<file path="config.mk">
export PLATFORM = sky130hd
export DESIGN_NAME = sdgc_top
export DESIGN_NICKNAME = d
export VERILOG_FILES = /design/src/hdl/sdgc_irq_gen.v /design/src/hdl/sdgc_sync3.v /design/src/hdl/sdgc_top.v
export VERILOG_INCLUDE_DIRS = /design/src /design/src/pkg
export SDC_FILE = /design/constraint.sdc
export NUM_CORES = 1
export LEC_CHECK = 0
export BUFFER_PORTS_ARGS = -buffer_cell sky130_fd_sc_hd__buf_2
export CAP_MARGIN = 20
export CORE_MARGIN = 1
export CORE_UTILIZATION = 49
export CTS_BUF_LIST = sky130_fd_sc_hd__clkbuf_4
export CTS_CLUSTER_SIZE = 40
export DETAILED_ROUTE_END_ITERATION = 7
export PLACE_DENSITY = 0.81
export SLEW_MARGIN = 15
export SYNTH_ARGS = -nofsm -noshare
export SYNTH_HDL_FRONTEND = slang
export SYNTH_SLANG_ARGS = --single-unit
</file>
<file path="constraint.sdc">
create_clock -name sys_clk -period 1.35 [get_ports sys_clk]
set_input_delay 0.3375 -clock sys_clk [delete_from_list [all_inputs] [get_ports sys_clk]]
set_output_delay 0.3375 -clock sys_clk [all_outputs]
set_load 0.02 [all_outputs]
</file>
<file path="src/pkg/sdgc_defs.vh">
`ifndef SDGC_DEFS_VH
`define SDGC_DEFS_VH

// ----------------------------------------------------------------
// Register offsets (socket A; socket B adds the stride)
// ----------------------------------------------------------------
`define SDGC_OFS_STATUS_CHANGE   8'h04
`define SDGC_OFS_DETECT_GENERAL  8'h16
`define SDGC_OFS_GLOBAL_CONTROL  8'h1e
`define SDGC_SOCKET_B_STRIDE     8'h40

// ----------------------------------------------------------------
// Detect and general control fields
// ----------------------------------------------------------------
`define SDGC_DET_SENSE_TWO       7
`define SDGC_DET_SENSE_ONE       6
`define SDGC_DET_SOFT_IRQ        5
`define SDGC_DET_WAKE_EN         4
`define SDGC_DET_REMOVAL_RST     1
`define SDGC_DET_RESET           2'b00

// ----------------------------------------------------------------
// Global control fields
// ----------------------------------------------------------------
`define SDGC_GLB_B_LEVEL         4
`define SDGC_GLB_A_LEVEL         3
`define SDGC_GLB_CLEAR_METHOD    2
`define SDGC_GLB_SC_LEVEL        1
`define SDGC_GLB_SLEEP           0
`define SDGC_GLB_WIDTH           5
`define SDGC_GLB_RESET           5'h00

// ----------------------------------------------------------------
// Status change fields and synchroniser lanes
// ----------------------------------------------------------------
`define SDGC_STS_DETECT_CHANGE   0
`define SDGC_LANE_CD_ONE         0
`define SDGC_LANE_CD_TWO         1
`define SDGC_LANE_VS_ONE         2
`define SDGC_LANE_VS_TWO         3
`define SDGC_LANE_FUNC_IRQ       4
`define SDGC_LANES               5

`endif

</file>
<file path="src/hdl/sdgc_irq_gen.v">
`timescale 1ns/1ps

// ----------------------------------------------------------------
// Host interrupt signalling: edge pulse or level
// ----------------------------------------------------------------
module sdgc_irq_gen (
  input  wire sys_clk,
  input  wire reset_n,
  input  wire level_mode,
  input  wire pending,
  output wire host_irq
);

  reg pending_q;
  reg pulse_q;

  // Edge mode gives one pulse per newly set cause
  always @(posedge sys_clk or negedge reset_n) begin
    if (!reset_n) begin
      pending_q <= 1'b0;
      pulse_q   <= 1'b0;
    end else begin
      pending_q <= pending;
      pulse_q   <= pending & ~pending_q;
    end
  end

  // Level mode follows the cause while it stands
  assign host_irq = level_mode ? pending_q : pulse_q;

endmodule

</file>
<file path="src/hdl/sdgc_sync3.v">
`timescale 1ns/1ps

// ----------------------------------------------------------------
// Three-stage pin synchroniser with agreement filter
// ----------------------------------------------------------------
module sdgc_sync3 #(
  parameter WIDTH = 1
) (
  input  wire             sys_clk,
  input  wire             reset_n,
  input  wire [WIDTH-1:0] pin_in,
  output reg  [WIDTH-1:0] level_q,
  output reg              valid_q
);

  reg [WIDTH-1:0] stage1_q;
  reg [WIDTH-1:0] stage2_q;
  reg [WIDTH-1:0] stage3_q;
  reg [1:0]       fill_q;

  // Capture chain; level moves only when stages two and three agree
  always @(posedge sys_clk or negedge reset_n) begin
    if (!reset_n) begin
      stage1_q <= {WIDTH{1'b0}};
      stage2_q <= {WIDTH{1'b0}};
      stage3_q <= {WIDTH{1'b0}};
      level_q  <= {WIDTH{1'b0}};
      fill_q   <= 2'h0;
      valid_q  <= 1'b0;
    end else begin
      stage1_q <= pin_in;
      stage2_q <= stage1_q;
      stage3_q <= stage2_q;
      if (fill_q != 2'h3) begin
        fill_q <= fill_q + 2'h1;
      end
      // Level is trusted once the chain has filled
      valid_q <= (fill_q == 2'h3);
      level_q <= (stage2_q & stage3_q) | (level_q & (stage2_q | stage3_q));
    end
  end

endmodule

</file>
<file path="src/hdl/sdgc_top.v">
`timescale 1ns/1ps
`include "sdgc_defs.vh"

// Overview of operation
// - Detect bit 7 reads the live second voltage-sense level.
// - Detect bit 6 reads the live first voltage-sense level.
// - Writing 1 to bit 5 with detect irq enabled raises a status change.
// - Writing 1 to bit 5 with detect irq disabled does nothing.
// - Bit 5 always reads back as zero.
// - With wake enabled, a card-detect change drives ring indicate low.
// - Ring indicate stays low until the detect-change status flag clears.
// - With wake disabled (reset value) detect changes leave ring indicate alone.
// - Detect register bits 3, 2 and 0 read as zero.
// - Removal-reset set makes card removal reset the socket's compatibility registers.
// - One global control register, visible at both sockets' offsets.
// - Global bits 7 to 5 read zero; writable bits reset to zero.
// - Global bit 4 picks edge or level host interrupt for socket B.
// - Global bit 3 picks edge or level host interrupt for socket A.
// - Global bit 2: status flags clear on read, or by writing 1 back.
// - Global bit 1 picks edge or level for status-change host interrupt.
// - Sleep bit floats card outputs except during an active card cycle.
// - Sleep still accepts DMA and interrupts; only card access wakes interface.
module sdgc_top (
  input  wire       sys_clk,
  input  wire       reset_n,
  // Register port
  input  wire [7:0] reg_addr,
  input  wire       reg_wr,
  input  wire       reg_rd,
  input  wire [7:0] reg_wdata,
  output reg  [7:0] reg_rdata,
  // Socket pins, index 0 is socket A, index 1 is socket B
  input  wire [1:0] card_detect_one,
  input  wire [1:0] card_detect_two,
  input  wire [1:0] voltage_sense_one,
  input  wire [1:0] voltage_sense_two,
  input  wire [1:0] card_func_irq,
  // Enables held in the interrupt configuration register
  input  wire [1:0] card_detect_irq_enable,
  // Card interface activity
  input  wire [1:0] card_cycle_active,
  input  wire [1:0] dma_request,
  // Outputs
  output wire       ring_indicate_output_n,
  output wire [1:0] status_change_host_irq,
  output wire [1:0] func_host_irq,
  output wire [1:0] dma_request_out,
  output wire [1:0] card_if_drive_en,
  output reg  [1:0] compat_reg_reset
);

  // ----------------------------------------------------------------
  // Shared global control storage
  // ----------------------------------------------------------------
  reg  [`SDGC_GLB_WIDTH-1:0] global_ctrl_q;

  wire socket_b_irq_level_sel      = global_ctrl_q[`SDGC_GLB_B_LEVEL];
  wire socket_a_irq_level_sel      = global_ctrl_q[`SDGC_GLB_A_LEVEL];
  wire flag_clear_method           = global_ctrl_q[`SDGC_GLB_CLEAR_METHOD];
  wire status_change_irq_level_sel = global_ctrl_q[`SDGC_GLB_SC_LEVEL];
  wire interface_sleep             = global_ctrl_q[`SDGC_GLB_SLEEP];

  // ----------------------------------------------------------------
  // Address decode
  // ----------------------------------------------------------------
  wire [7:0] index_addr = reg_addr & ~`SDGC_SOCKET_B_STRIDE;
  wire       sel_b      = (reg_addr & `SDGC_SOCKET_B_STRIDE) != 8'h00;
  wire       hit_status = (index_addr == `SDGC_OFS_STATUS_CHANGE);
  wire       hit_detect = (index_addr == `SDGC_OFS_DETECT_GENERAL);
  wire       hit_global = (index_addr == `SDGC_OFS_GLOBAL_CONTROL);

  wire [1:0] sock_sel   = sel_b ? 2'b10 : 2'b01;

  // Per-socket read images and wake state
  wire [15:0] detect_rd_bus;
  wire [15:0] status_rd_bus;
  wire [1:0]  wake_low;
  wire [1:0]  compat_req;

  // ----------------------------------------------------------------
  // Global control register, one copy for both sockets
  // ----------------------------------------------------------------
  always @(posedge sys_clk or negedge reset_n) begin
    if (!reset_n) begin
      global_ctrl_q <= `SDGC_GLB_RESET;
    end else if (reg_wr && hit_global) begin
      global_ctrl_q <= reg_wdata[`SDGC_GLB_WIDTH-1:0];
    end
  end

  // ----------------------------------------------------------------
  // Per-socket logic
  // ----------------------------------------------------------------
  genvar s;
  generate
    for (s = 0; s < 2; s = s + 1) begin : g_sock
      wire [`SDGC_LANES-1:0] pins_sync;
      wire                   sync_valid;
      reg                    wake_en_q;
      reg                    removal_rst_q;
      reg                    detect_flag_q;
      reg                    wake_low_q;
      reg                    cd_one_prev_q;
      reg                    cd_two_prev_q;
      reg                    present_prev_q;
      reg                    primed_q;
      wire                   det_wr;
      wire                   det_rd_hit;
      wire                   sts_wr;
      wire                   sts_rd;
      wire                   cd_change;
      wire                   card_present;
      wire                   removal;
      wire                   soft_set;
      wire                   flag_set;
      wire                   flag_clr;
      wire                   func_level_sel;

      // Pin synchroniser for detect, sense and function interrupt
      sdgc_sync3 #(
        .WIDTH (`SDGC_LANES)
      ) u_sync (
        .sys_clk (sys_clk),
        .reset_n (reset_n),
        .pin_in  ({card_func_irq[s], voltage_sense_two[s], voltage_sense_one[s],
                   card_detect_two[s], card_detect_one[s]}),
        .level_q (pins_sync),
        .valid_q (sync_valid)
      );

      // Strobes for this socket
      assign det_wr     = reg_wr & hit_detect & sock_sel[s];
      assign det_rd_hit = reg_rd & hit_detect & sock_sel[s];
      assign sts_wr     = reg_wr & hit_status & sock_sel[s];
      assign sts_rd     = reg_rd & hit_status & sock_sel[s];

      // Card-detect change and removal; detect pins are active low
      assign card_present = ~pins_sync[`SDGC_LANE_CD_ONE] & ~pins_sync[`SDGC_LANE_CD_TWO];
      assign cd_change    = primed_q &
                            ((pins_sync[`SDGC_LANE_CD_ONE] != cd_one_prev_q) |
                             (pins_sync[`SDGC_LANE_CD_TWO] != cd_two_prev_q));
      assign removal      = primed_q & present_prev_q & ~card_present;

      // Soft status change only while detect interrupts are enabled
      assign soft_set = det_wr & reg_wdata[`SDGC_DET_SOFT_IRQ] &
                        card_detect_irq_enable[s];

      // Flag set and clear; clear path picked by global bit 2
      assign flag_set = cd_change | soft_set;
      assign flag_clr = flag_clear_method ?
                        (sts_wr & reg_wdata[`SDGC_STS_DETECT_CHANGE]) :
                        sts_rd;

      // Edge history of detect pins
      always @(posedge sys_clk or negedge reset_n) begin
        if (!reset_n) begin
          cd_one_prev_q  <= 1'b0;
          cd_two_prev_q  <= 1'b0;
          present_prev_q <= 1'b0;
          primed_q       <= 1'b0;
        end else begin
          cd_one_prev_q  <= pins_sync[`SDGC_LANE_CD_ONE];
          cd_two_prev_q  <= pins_sync[`SDGC_LANE_CD_TWO];
          present_prev_q <= card_present;
          primed_q       <= sync_valid;
        end
      end

      // Detect register storage; removal may return it to defaults
      always @(posedge sys_clk or negedge reset_n) begin
        if (!reset_n) begin
          wake_en_q     <= 1'b0;
          removal_rst_q <= 1'b0;
        end else if (removal && removal_rst_q) begin
          wake_en_q     <= 1'b0;
          removal_rst_q <= 1'b0;
        end else if (det_wr) begin
          wake_en_q     <= reg_wdata[`SDGC_DET_WAKE_EN];
          removal_rst_q <= reg_wdata[`SDGC_DET_REMOVAL_RST];
        end
      end

      // Detect-change status flag; a set beats a clear
      always @(posedge sys_clk or negedge reset_n) begin
        if (!reset_n) begin
          detect_flag_q <= 1'b0;
        end else if (flag_set) begin
          detect_flag_q <= 1'b1;
        end else if (flag_clr) begin
          detect_flag_q <= 1'b0;
        end
      end

      // Wake hold: set on a detect change, released when the flag clears
      always @(posedge sys_clk or negedge reset_n) begin
        if (!reset_n) begin
          wake_low_q <= 1'b0;
        end else if (cd_change && wake_en_q) begin
          wake_low_q <= 1'b1;
        end else if (!detect_flag_q) begin
          wake_low_q <= 1'b0;
        end
      end

      // Removal with reset enabled asks for a compatibility reset
      assign compat_req[s] = removal & removal_rst_q;

      // Read images
      assign detect_rd_bus[s*8 +: 8] = {pins_sync[`SDGC_LANE_VS_TWO],
                                        pins_sync[`SDGC_LANE_VS_ONE],
                                        1'b0,
                                        wake_en_q,
                                        2'b00,
                                        removal_rst_q,
                                        1'b0};
      assign status_rd_bus[s*8 +: 8] = {7'h00, detect_flag_q};
      assign wake_low[s]             = wake_low_q;

      // Status-change host interrupt, gated by the detect enable
      sdgc_irq_gen u_sc_irq (
        .sys_clk    (sys_clk),
        .reset_n    (reset_n),
        .level_mode (status_change_irq_level_sel),
        .pending    (detect_flag_q & card_detect_irq_enable[s]),
        .host_irq   (status_change_host_irq[s])
      );

      // Functional host interrupt, mode per socket
      assign func_level_sel = (s == 0) ? socket_a_irq_level_sel :
                                         socket_b_irq_level_sel;
      sdgc_irq_gen u_fn_irq (
        .sys_clk    (sys_clk),
        .reset_n    (reset_n),
        .level_mode (func_level_sel),
        .pending    (~pins_sync[`SDGC_LANE_FUNC_IRQ] & primed_q),
        .host_irq   (func_host_irq[s])
      );

      // Card outputs float in sleep except during an active card cycle
      assign card_if_drive_en[s] = ~interface_sleep | card_cycle_active[s];
    end
  endgenerate

  // ----------------------------------------------------------------
  // DMA requests pass regardless of sleep
  // ----------------------------------------------------------------
  assign dma_request_out = dma_request;

  // ----------------------------------------------------------------
  // Compatibility reset pulse, one bit per socket
  // ----------------------------------------------------------------
  always @(posedge sys_clk or negedge reset_n) begin
    if (!reset_n) begin
      compat_reg_reset <= 2'b00;
    end else begin
      compat_reg_reset <= compat_req;
    end
  end

  // Ring indicate is low while either socket holds a wake
  assign ring_indicate_output_n = ~(|wake_low);

  // ----------------------------------------------------------------
  // Read data, registered on the read strobe
  // ----------------------------------------------------------------
  always @(posedge sys_clk or negedge reset_n) begin
    if (!reset_n) begin
      reg_rdata <= 8'h00;
    end else if (reg_rd) begin
      if (hit_detect) begin
        reg_rdata <= sel_b ? detect_rd_bus[15:8] : detect_rd_bus[7:0];
      end else if (hit_status) begin
        reg_rdata <= sel_b ? status_rd_bus[15:8] : status_rd_bus[7:0];
      end else if (hit_global) begin
        reg_rdata <= {3'b000, global_ctrl_q};
      end else begin
        reg_rdata <= 8'h00;
      end
    end
  end

endmodule

</file>
# == Word-level counts from Yosys, hierarchy flattened ==
# Index checks and enable logic that the tools add are counted.
# word_totals
regBits,85
out_inout_bits,19
input_bits,36
# classes
bitwise_logic,61
n_addsub,2
mux,28
n_reduce_logical,10
eq_ne,13
# ops
cell,count
$and A1 B1 Y1,33
$mux W1,23
$and A5 B5 Y5,4
$or A5 B5 Y5,4
$mux W8,2
$eq A7 B5 Y1 const B,2
$not A1 Y1,14
$mux W5,2
$reduce_bool A2 Y1,4
$eq A7 B3 Y1 const B,1
$or A1 B1 Y1,6
$logic_and A1 B1 Y1,5
$add A2 B1 Y2 const B,2
$eq A2 B2 Y1 const B,2
$ne A1 B1 Y1,4
$ne A2 B1 Y1 const B,2
$ne A2 B2 Y1 const B,2
$mux W2,1
$reduce_or A2 Y1,1

# == Depth between registers and ports, before layout ==
# depth
word_depth,7
depth_mapped,4
mapped_depth_nobuf,3

# == Modules after synthesis ==
# A second synthesis with hierarchy kept.
# hier_totals
cells_unflattened,198
area_unflattened_um2,2954.1
# modules_own_cells
mod,area_per_inst_um2,cells_per_inst,instances
sdgc_sync3,668.1,31,2
sdgc_top,1332.5,120,1
sdgc_irq_gen,71.3,4,4

# == Least setup slack after synthesis ==
# OpenSTA, ideal clock, no wires.
# synth_timing
path_type,input -> register
startpoint,in reg_addr[3]
endpoint,reg g_sock[1].detect_flag_q
setup_ns,0.124
stages,4
t_arrival_ns,1.603
n_path_buf,1
setup_slack_ns,-0.377
t_required_ns,1.226
path_cell_list,or4b_1 buf_2 a2111o_1 a211o_1
# synth_between
elab_chain_cells,7
# synth_lines
element,line,source
start: declaration,sdgc_top.v:27,"input wire [7:0] reg_addr,"
$eq A7 B5 Y1 (no line),-,
$and A1 B1 Y1 (2 in series),sdgc_top.v:132,assign det_wr = reg_wr & hit_detect & sock_sel[s];
$and A1 B1 Y1 (2 in series),sdgc_top.v:145,assign soft_set = det_wr & reg_wdata[`SDGC_DET_SOFT_IRQ] &
$or A1 B1 Y1,sdgc_top.v:149,assign flag_set = cd_change | soft_set;
$mux W1 / $reduce_bool A2 Y1 (equally long branches),-,
end signal: assignment,sdgc_top.v:186,detect_flag_q <= 1'b0;
end signal: assignment,sdgc_top.v:188,detect_flag_q <= 1'b1;
end signal: assignment,sdgc_top.v:190,detect_flag_q <= 1'b0;
end: declaration,sdgc_top.v:101,reg detect_flag_q;
# Parallel ways exist; a longest one is shown, timed or not.
# A chain may end at the register's enable or synchronous reset.

# == Final worst setup path ==
# layout_timing
startpoint,reg global_ctrl_q[1]
endpoint,out status_change_host_irq[1]
# layout_between
elab_chain_cells,1
# layout_lines
element,line,source
start: declaration,sdgc_top.v:55,reg [`SDGC_GLB_WIDTH-1:0] global_ctrl_q;
start signal: assignment,sdgc_top.v:85,global_ctrl_q <= `SDGC_GLB_RESET;
start signal: assignment,sdgc_top.v:87,global_ctrl_q <= reg_wdata[`SDGC_GLB_WIDTH-1:0];
$mux W1,sdgc_irq_gen.v:29,assign host_irq = level_mode ? pending_q : pulse_q;
end: declaration,sdgc_top.v:45,"output wire [1:0] status_change_host_irq,"
# No other way between the ends.

==> impl_metrics.tcl <==
set metrics [dict create \
    io_pins 55 \
    antenna_found_initial 0 \
    cts_buffers 9 \
    ir_worst_vdd_uv 668 \
    utilization 0.647 \
    synth.distinct_cells 38 \
    layout.cells.non_filler 371 \
    clockBufferDepth 2 \
    drtIter0Drc 111 \
    nets 329 \
    via_per_inst 5.20 \
    layout_min_cycle_time_ns 1.63 \
    grt_pass1_wl_um 9010 \
    failed_checks "setup timing" \
    final.setup_skew_ns 0.0123 \
    yosys-top-cells-area "dfrtp_1, mux2_2, maj3_1" \
    dp_cells 336 \
    synth-edff-count 0 \
    gp_congestion 0.841 \
    synth-seq-cells 84 \
    seq_area_mm2 0.00210 \
    seq_power_share 0.617 \
    seq_area_frac_synth 0.702 \
    grt.overflow.total 0 \
    setup-violations-final 7 \
    pwr-share-clk 0.263 \
    switchingPower_mw 1.12 \
    power.internal_mw 3.38 \
    fmax_mhz 613 \
    clockRootBuffer "clkbuf_4" \
    yosysTopAreaCellShare 0.702 \
    yosys-top-cells-count "dfrtp_1, mux2_2, maj3_1" \
    sw_frac_of_total 0.249 \
    crit_path_cell_trace "mux2_4 > buf_6" \
    cap_violations 0 \
    grt_max_degree 32 \
    hold_violations 0 \
    cp.required_ns 1.01 \
    clk_pin_slew_ns 0.12 \
    syn-num-nets 245 \
    cts_num_sinks 84 \
    start_kind "register" \
    cp_max_fo 3 \
    antenna_cells 0 \
    routed_wl_um 5470 \
    dieArea_mm2 0.00643 \
    fillCellCount 435 \
    track_usage 0.193 \
    drive_above_1_share 0.358 \
    cp_slowest_cell "dfrtp_1" \
    leakagePower_nw 1.73 \
    die_h_um 80.2 \
    cts_tree "done" \
    drt_pass1_iterations 4 \
    port_buffers 47 \
    worstHoldPathType "in2reg" \
    row_count 28 \
    critPathKind "reg2out" \
    crit_buf_inv 1 \
    fin_ws_ns -0.282 \
    yosysWarnings 0 \
    drcViolationCount 0 \
    syn_avg_cell_area_um2 14.5 \
    grt_pass1_vias 1931 \
    areaGrowthSynthToFinish_pct 28.0 \
    cp.arrival_ns 1.29 \
    synthCells 207 \
    synth_top_cell_by_area "dfrtp_1" \
    holdWs_ns 0.0403 \
    ys.flop_type "dfrtp_1" \
    clock_latency_ns 0.40 \
    cts-htree-levels 3 \
    multi_input_area_um2 842 \
    drtAntennaViolNets 0 \
    floorplan.initialDensity 0.506 \
    core-area_mm2 0.00592 \
    vias 1928 \
    period_share 1.21 \
    power_frac_comb 0.120 \
    crit_path_end_kind "primary output" \
    rsz0062_at_grt "yes" \
    cpPeakStageDelay_ns 0.45 \
    wl_per_cell_um 14.7 \
    drv_slew 0 \
    synthMostInstantiatedCell "dfrtp_1" \
    die_w_um 80.2 \
    critical-path-top-delay-family "flip-flops" \
    netlist_area_mm2 0.00299 \
    p_per_area_mw_per_mm2 1170 \
    async_flop_share 1.00 \
    fin_tns_setup_ns -1.22 \
    status "finished, violations left" \
    post-dp-hpwl_um 3840 \
]
==> cell usage in the layout (no fill, tap or decap), drive strengths merged, types with 3 or more instances in the layout <==
master / netlist / routed
dlygate4sd3: 0 / 10
o21ai: 3 / 3
mux2: 11 / 11
inv: 8 / 8
nand2b: 3 / 3
clkbuf: 2 / 11
nor2: 6 / 6
maj3: 10 / 10
dfrtp: 84 / 84
nand2: 5 / 5
o31ai: 4 / 4
nor2b: 8 / 8
a21oi: 4 / 4
xnor2: 4 / 4
clkinv: 0 / 3
nand4: 6 / 6
o22ai: 4 / 4
nand3: 7 / 7
buf: 8 / 73
mux2i: 5 / 5
==> kinds of logic after synthesis <==
logic type               Yosys count  share of synthesized area
buffers and inverters             18                     0.0318
other                              1                    0.00125
multiplexers                      16                     0.0581
AND/OR/NAND/NOR                   46                     0.0915
AO/OA/AOI/OAI                     24                     0.0560
XOR/XNOR                           6                     0.0176
adder cells (fa/ha/maj)           12                     0.0418
flip-flops                        84                      0.702
==> registers in the layout (all words and copies together), names as in the netlist, 4 cells and up <==
register                cells
g_sock.u_sync.stage1_q     10
reg_rdata                   7
g_sock.u_sync.fill_q        4
g_sock.u_sync.stage2_q     10
global_ctrl_q               5
g_sock.u_sync.level_q      10
g_sock.u_sync.stage3_q     10
==> layout make-up <==
type	count	area share
inverter	8	0.00784
clock buffer	11	0.0216
timing repair buffer	83	0.170
multi-input combinational	105	0.220
sequential	84	0.549
tap	75	0.0245
clock inverter	5	0.00751
==> path summary, 6_finish.rpt <==
kind | to | cells after the start | slack [ns] | from
setup / recovery | status_change_host_irq[1] | 2 | -0.28 | global_ctrl_q[1]
hold / removal | g_sock[0].u_sync.stage1_q[4] | 1 | 0.04 | card_func_irq[0]
setup reg to reg | g_sock[1].detect_flag_q | 3 | 0.02 | global_ctrl_q[2]
hold reg to reg | g_sock[1].u_sync.stage2_q[4] | 0 | 0.36 | g_sock[1].u_sync.stage1_q[4]
max in group asynchronous | g_sock[0].u_sync.stage2_q[4] | 3 | 0.49 | reset_n
min in group asynchronous | g_sock[1].u_sync.stage2_q[3] | 2 | 0.37 | reset_n
==> through the flow <==
| stage | instance area [um2] | worst slack, ns | power, mW |
|---|---|---|---|
| after floorplan | 3010 | -0.280 | 3.04 |
| after global placement | 3420 | -0.328 | 3.23 |
| after detailed placement | 3420 | -0.404 | 3.26 |
| after CTS | 3670 | -0.318 | 4.53 |
| after global routing | 3830 | -0.335 | 4.76 |
| final | 3830 | -0.282 | 4.50 |
==> what timing repair did <==
| action | in CTS | in global routing |
|---|---|---|
| setup endpoints to repair | 8 | 16 |
| setup buffers | 5 | 4 |
| hold buffers | 3 | 7 |
| gates resized for setup | 20 | 19 |
| pin swaps | 1 | 1 |
| hold endpoints to repair | 28 | 7 |
==> power groups by stage <==
stage          sequential [mW]  combinational, mW  clock (mW)
6_report                  2.78              0.539        1.18
5_1_grt                   2.80              0.598        1.36
4_1_cts                   2.78              0.520        1.23
3_5_place_dp              2.82              0.437           0
3_3_place_gp              2.81              0.421           0
2_1_floorplan             2.80              0.241           0
==> layer usage <==
metal / GRT usage / vias up / share of wire
met2: 0.300 / 72 / 0.49
li1: - / 888 / -
met3: 0.0568 / 16 / 0.058
met4: 0.100 / 0 / 0.024
met1: 0.246 / 952 / 0.43
met5: 0 / - / 0
==> worst reg2reg max path, delay by kind of cell (launching register included) <==
kind	cells	cell delay [ns]
flops	1	0.41
compound gates	2	0.66
simple gates	1	0.16
(Power assumes the default switching activity.)
